<file path="src/rtl/pdl_pkg.sv">
// Package for the port data latch bank: register offsets, implemented-bit masks, reset value.
// Assumes an 8-bit processor data path with 16-bit byte addresses.
package pdl_pkg;

	localparam int unsigned PDL_NPORT = 11;

	typedef logic [7:0]  pdl_byte_t;
	typedef logic [15:0] pdl_addr_t;
	typedef logic [3:0]  pdl_idx_t;

	localparam pdl_addr_t LINE_DATA_0_OFS  = 16'hff00;
	localparam pdl_addr_t LINE_DATA_1_OFS  = 16'hff01;
	localparam pdl_addr_t LINE_DATA_3_OFS  = 16'hff03;
	localparam pdl_addr_t LINE_DATA_4_OFS  = 16'hff04;
	localparam pdl_addr_t LINE_DATA_5_OFS  = 16'hff05;
	localparam pdl_addr_t LINE_DATA_6_OFS  = 16'hff06;
	localparam pdl_addr_t LINE_DATA_7_OFS  = 16'hff07;
	localparam pdl_addr_t LINE_DATA_8_OFS  = 16'hff08;
	localparam pdl_addr_t LINE_DATA_9_OFS  = 16'hff09;
	localparam pdl_addr_t LINE_DATA_12_OFS = 16'hff0c;
	localparam pdl_addr_t LINE_DATA_13_OFS = 16'hff0d;

	// Bits with a pin behind them, per register, in bank index order
	localparam pdl_byte_t LINE_DATA_0_MASK  = 8'h63;
	localparam pdl_byte_t LINE_DATA_1_MASK  = 8'hff;
	localparam pdl_byte_t LINE_DATA_3_MASK  = 8'h0f;
	localparam pdl_byte_t LINE_DATA_4_MASK  = 8'hff;
	localparam pdl_byte_t LINE_DATA_5_MASK  = 8'hff;
	localparam pdl_byte_t LINE_DATA_6_MASK  = 8'hff;
	localparam pdl_byte_t LINE_DATA_7_MASK  = 8'h7f;
	localparam pdl_byte_t LINE_DATA_8_MASK  = 8'hff;
	localparam pdl_byte_t LINE_DATA_9_MASK  = 8'hff;
	localparam pdl_byte_t LINE_DATA_12_MASK = 8'h1f;
	localparam pdl_byte_t LINE_DATA_13_MASK = 8'h07;

	localparam pdl_byte_t LINE_DATA_RESET = 8'h00;

endpackage : pdl_pkg

</file>
<file path="src/rtl/pdl_port_data_latch_bank.sv">
// Port data latch bank: eleven 8-bit output latches with pin drive and read-back.
// Assumes pin_direction_select comes from mode registers elsewhere; pins arrive asynchronously.
`timescale 1ns/1ps

//Contract
// - An output-mode bit drives its pin with its latch value.
// - Reading an input-mode bit returns the sampled pin level.
// - Reading an output-mode bit returns the latch value.
// - Registers take byte writes and single-bit writes touching only one bit.
// - Reset clears every output latch to zero.
// - Bit value 0 means low, 1 means high, both directions.
// - Direction select 0 enables output buffer; 1 selects input mode.
module pdl_port_data_latch_bank (
	// Clock and reset
	input  wire logic                                     core_clk,
	input  wire logic                                     rst,
	// Processor memory access
	input  wire pdl_pkg::pdl_addr_t                       cpu_addr,
	input  wire logic                                     cpu_rd,
	input  wire logic                                     cpu_wr,
	input  wire logic                                     cpu_bit_wr,
	input  wire logic [2:0]                               cpu_bit_sel,
	input  wire pdl_pkg::pdl_byte_t                       cpu_wdata,
	output pdl_pkg::pdl_byte_t                            cpu_rdata,
	// Direction select per bit from mode registers
	input  wire logic [pdl_pkg::PDL_NPORT-1:0][7:0]       pin_direction_select,
	// Port pins
	input  wire logic [pdl_pkg::PDL_NPORT-1:0][7:0]       pin_in,
	output logic      [pdl_pkg::PDL_NPORT-1:0][7:0]       pin_out,
	output logic      [pdl_pkg::PDL_NPORT-1:0][7:0]       pin_oe
);
	import pdl_pkg::*;

	typedef struct packed {
		logic [PDL_NPORT-1:0][7:0] latch;
		logic [PDL_NPORT-1:0][7:0] sync1;
		logic [PDL_NPORT-1:0][7:0] sync2;
		pdl_byte_t                 rdata;
	} pdl_state_t;

	pdl_state_t st_q;
	pdl_state_t st_d;

	// Address to bank index; hit low when unmapped
	function automatic logic [4:0] pdl_decode(input pdl_addr_t a);
		case (a)
			LINE_DATA_0_OFS:  pdl_decode = {1'b1, 4'h0};
			LINE_DATA_1_OFS:  pdl_decode = {1'b1, 4'h1};
			LINE_DATA_3_OFS:  pdl_decode = {1'b1, 4'h2};
			LINE_DATA_4_OFS:  pdl_decode = {1'b1, 4'h3};
			LINE_DATA_5_OFS:  pdl_decode = {1'b1, 4'h4};
			LINE_DATA_6_OFS:  pdl_decode = {1'b1, 4'h5};
			LINE_DATA_7_OFS:  pdl_decode = {1'b1, 4'h6};
			LINE_DATA_8_OFS:  pdl_decode = {1'b1, 4'h7};
			LINE_DATA_9_OFS:  pdl_decode = {1'b1, 4'h8};
			LINE_DATA_12_OFS: pdl_decode = {1'b1, 4'h9};
			LINE_DATA_13_OFS: pdl_decode = {1'b1, 4'ha};
			default:          pdl_decode = {1'b0, 4'h0};
		endcase
	endfunction : pdl_decode

	// Implemented-bit mask per bank index
	function automatic pdl_byte_t pdl_mask(input pdl_idx_t i);
		case (i)
			4'h0:    pdl_mask = LINE_DATA_0_MASK;
			4'h1:    pdl_mask = LINE_DATA_1_MASK;
			4'h2:    pdl_mask = LINE_DATA_3_MASK;
			4'h3:    pdl_mask = LINE_DATA_4_MASK;
			4'h4:    pdl_mask = LINE_DATA_5_MASK;
			4'h5:    pdl_mask = LINE_DATA_6_MASK;
			4'h6:    pdl_mask = LINE_DATA_7_MASK;
			4'h7:    pdl_mask = LINE_DATA_8_MASK;
			4'h8:    pdl_mask = LINE_DATA_9_MASK;
			4'h9:    pdl_mask = LINE_DATA_12_MASK;
			4'ha:    pdl_mask = LINE_DATA_13_MASK;
			default: pdl_mask = 8'h00;
		endcase
	endfunction : pdl_mask

	logic [4:0] dec;
	pdl_idx_t   idx;
	logic       hit;
	pdl_byte_t  msk;
	pdl_byte_t  cur;
	pdl_byte_t  view;

	always_comb begin
		dec  = pdl_decode(cpu_addr);
		hit  = dec[4];
		idx  = dec[3:0];
		msk  = pdl_mask(idx);
		cur  = st_q.latch[idx];
		// Per bit: input mode shows synced pin, output mode shows latch
		view = ((pin_direction_select[idx] & st_q.sync2[idx]) |
			(~pin_direction_select[idx] & cur)) & msk;
		st_d       = st_q;
		st_d.sync1 = pin_in;
		st_d.sync2 = st_q.sync1;
		if (hit && cpu_wr) begin
			st_d.latch[idx] = cpu_wdata & msk;
		end else if (hit && cpu_bit_wr) begin
			st_d.latch[idx][cpu_bit_sel] = cpu_wdata[0] & msk[cpu_bit_sel];
		end
		if (cpu_rd) begin
			st_d.rdata = hit ? view : 8'h00;
		end
	end

	always_ff @(posedge core_clk or posedge rst) begin
		if (rst) begin
			st_q <= '0;
		end else begin
			st_q <= st_d;
		end
	end

	always_comb begin
		cpu_rdata = st_q.rdata;
		for (int i = 0; i < PDL_NPORT; i++) begin
			pin_out[i] = st_q.latch[i];
			pin_oe[i]  = ~pin_direction_select[i] & pdl_mask(4'(i));
		end
	end

endmodule : pdl_port_data_latch_bank

</file>
<file path="config.mk">
export PLATFORM = sky130hd
export DESIGN_NAME = pdl_port_data_latch_bank
export DESIGN_NICKNAME = d
export VERILOG_FILES = /design/src/rtl/pdl_pkg.sv /design/src/rtl/pdl_port_data_latch_bank.sv
export SDC_FILE = /design/constraint.sdc
export NUM_CORES = 1
export LEC_CHECK = 0
export ABC_AREA = 1
export BUFFER_PORTS_ARGS = -buffer_cell sky130_fd_sc_hd__buf_4
export CAP_MARGIN = 20
export CORE_MARGIN = 1.5
export CORE_UTILIZATION = 55
export CTS_BUF_LIST = sky130_fd_sc_hd__clkbuf_4
export DETAILED_ROUTE_END_ITERATION = 7
export PLACE_DENSITY = 0.83
export SETUP_SLACK_MARGIN = 0.3
export SYNTH_ARGS = -nofsm -noshare
export SYNTH_HDL_FRONTEND = slang
export SYNTH_SLANG_ARGS = --single-unit
</file>
<file path="constraint.sdc">
create_clock -name core_clk -period 11.5 [get_ports core_clk]
set_input_delay 1.725 -clock core_clk [delete_from_list [all_inputs] [get_ports core_clk]]
set_output_delay 1.725 -clock core_clk [all_outputs]
set_load 0.02 [all_outputs]
</file>
==> results.toml <==
[status]
status = "completed"

[die]
core_area_sq_um = 26000
die_h_um = 165
initial_core_util_pct = 55.8
design.die.area_sq_um = 27300
floorplan.die.width_um = 165
std_cell_rows = 59
top_level_ports = 392

[timing]
fin_ws_ns = 5.85
drv_slew = 0
layout_min_cycle_time_ns = 5.65
final_min_period_over_clock_period_pct = 49.1
finalSetupViolations = 0
slew-limit-headroom_pct = 29.5
grt_setup_unrepaired = "no"
fmax_mhz = 177
timing_worst_slew_pin_value_ns = 1.05
finalSetupTns_ns = 0
maximum_clock_skew_at_final_layout_ns = 0.0554
final-hold-violation-count = 0

[synth]
ys_seq_elements = 272
syn_inst = 1897
synthMostInstantiatedCell = "nand2_1"
synthTopCellsByCount = "nand2_1, nor2_1, dfrtp_1"
ys_async_sr_fraction_pct = 100
ys_seq_area_share_pct = 47.0
count_of_flip_flops_with_a_built_in_enable_after_synthesis = 0
ys_top_cells_by_area = "dfrtp_1, nand2_1, nor2_1"
syn_area_sq_um = 14500
netlist.top_cell.by_area = "dfrtp_1"
synth_cell_types = 40
avgSynthCellArea_sq_um = 7.64
postSynth.topFlopCell = "dfrtp_1"
yosysTopAreaCellShare_pct = 47.0
yosys_warnings = 0

[worst_hold_path]
hold_start = "st_d[50]"
hold_path_depth = 0
end_of_the_worst_hold_path = "st_q[50]"
hold_path_class = "reg2reg"

[drt]
detail_route.wirelength_mm = 54.5
firstDrtPassIters = 7
route.vias.total = 14874
vias_per_cell = 5.75
drt-initial-drc-count = 1908
remaining_drc_errors = 0
wire_per_inst_um = 21.1
antenna_nets_post_route = 0

[placement]
gp_congestion = 0.994
dpl.hpwl_mm = 38.5
dp_worst_setup_slack_ns = 5.33
dpl-instance-area_sq_um = 16700
buffer_ports.inserted = 374
dp.cells = 2452

[flow_run]
maxCapViolations = 0

[global_route]
globalRouteOverflowTotal = 0
wire_length_of_the_first_global_routing_pass_mm = 81.0
first_global_vias = 14454
grt_max_degree = 130
groute.usage.overall_pct = 40.0
antenna_found_initial = 1

[cts]
maximum_buffer_depth_of_the_clock_tree = 3
tritoncts = "yes"
clock_latency_ns = 0.73
clock_tree_root = "clkbuf_4"
h-tree-depth = 3
postCtsHoldBufs = 0
clk_pin_slew_ns = 0.07
clkSinkCount = 272
postCtsSetupRepairBufs = 0
cts_repair_resize_count = 0
cts_inserted_buffers = 75

[setup_path]
slowest_stage = "clkinv_2"
worstPathArrival_ns = 6.21
type_of_element_capturing_the_critical_path = "flop"
path_max_fanout = 69
crit_path_start_kind = "input pin"
cp.depth = 17
r2r_slack_ns = 9.98
worstPathRequired_ns = 12.06
worstRegToRegCells = 8
slowest_delay_ns = 0.71
path_delay_family = "buffers and inverters"
path_cells = "buf_4, nand2_1, nor2_1, nand2_1, inv_1, nand2_2, nand3_2, nor2_4, nor2_4, buf_4, clkinv_2, buf_4, nor2_2, inv_1, nor2_1, nor2_1, a22oi_1"
regToRegEndpoint = "cpu_rdata[5]"
critical_path_buf_inv_count = 6
setup.worst_path.class = "in2reg"
worst_r2r_startpoint = "pin_out[85]"

[power_and_ir_drop]
internal_power_mw = 1.53
pwr-share-seq_pct = 47.6
clkPwrFrac_pct = 43.2
power.switching_mw = 0.561
swShare_pct = 26.8
p_per_area_nw_per_um2 = 118
pwr-share-comb_pct = 9.1
vdd_drop_max_uv = 117
total_leakage_power_nw = 9.27

[layout]
final_nets = 2403
post_route_cells_drive_above_1_share_pct = 24.7
areaGrowthSynthToFinish_pct = 22.3
instances_no_fill = 2587
finalInstanceArea_sq_um = 17700
[worst max path at each step]
stage | start | endpoint | slack [ns]
global route | cpu_addr[9] | pin_out[31] | 5.55
CTS | cpu_addr[9] | pin_out[30] | 6.06
finish | cpu_addr[9] | pin_out[52] | 5.85
detailed placement | cpu_addr[9] | pin_out[24] | 5.33
global placement | cpu_addr[9] | pin_out[31] | 5.48
floorplan | rst | cpu_rdata[0] | 2.28
[metal layers]
metal,wire (um),GRT usage (%),vias to the layer above
met5,0,0,-
met3,6270,10.1,252
met1,19600,49.8,6928
li1,-,-,6586
met2,25000,62.9,1108
met4,3590,24.3,0
[area by class of cell]
type / count / area (sq um)
Fill cell: 2137 / 8260
Clock inverter: 28 / 188
Clock buffer: 104 / 781
Timing Repair Buffer: 389 / 2940
Antenna cell: 2 / 5.00
Multi-Input combinational cell: 1227 / 5710
Sequential cell: 272 / 6810
Tap cell: 335 / 419
Inverter: 230 / 872
[cells in the final DEF, fill, tap and decap left out, types with 2 or more instances in the layout]
cell type	synthesis	final
diode_2	0	2
nand2_4	2	2
clkinv_4	0	2
o21ai_0	109	109
o211ai_1	4	4
a22oi_1	25	25
a21boi_0	6	6
a21oi_2	4	4
inv_2	9	8
nand3_1	89	89
nor2b_1	10	10
o21a_1	22	22
dfrtp_1	272	272
nand2_1	395	395
conb_1	1	17
bufinv_16	0	2
nand2_2	7	7
clkinv_2	0	6
nor2_1	282	282
nand4_1	82	82
nor2_4	6	7
clkbuf_4	0	104
o22ai_1	2	2
inv_6	0	2
buf_4	114	387
inv_1	213	212
nand3_2	2	2
o21ai_1	9	9
nor2_2	12	11
or2_2	4	4
a21boi_1	6	6
nand3b_1	6	6
clkinv_1	8	24
nor3_1	17	17
a21oi_1	102	102
[registers in the layout, indices dropped and copies added (netlist names)]
| signal | flops |
|---|---|
| pin_out | 88 |
| st_q | 88 |
| cpu_rdata | 8 |
| st_d | 88 |
[logic make-up (layout without fill, tap and decap cells)]
logic type	after synthesis	count (layout)	share of synthesized area [%]
AND/OR/NAND/NOR	916	916	27.4
buffers and inverters	414	751	14.0
AO/OA/AOI/OAI	294	294	11.6
flip-flops	272	272	47.0
other	1	19	0.0259
[metrics by stage]
stage          hold slack (ns)  util, %  total power [mW]
4_1_cts                  0.314     68.1              2.10
2_1_floorplan            0.331        -              1.10
3_5_place_dp             0.335     64.4              1.20
6_report                 0.325     68.2              2.09
3_3_place_gp             0.331     64.3              1.20
5_1_grt                  0.334     68.2              2.17
[power by group through the flow]
stage	registers, mW	clock network [mW]	logic [mW]
6_report	0.998	0.905	0.191
5_1_grt	0.999	0.966	0.206
4_1_cts	0.998	0.914	0.190
3_5_place_dp	1.01	0	0.188
3_3_place_gp	1.01	0	0.187
2_1_floorplan	1.01	0	0.0843
Note: power is estimated with default switching activity, not from simulation.
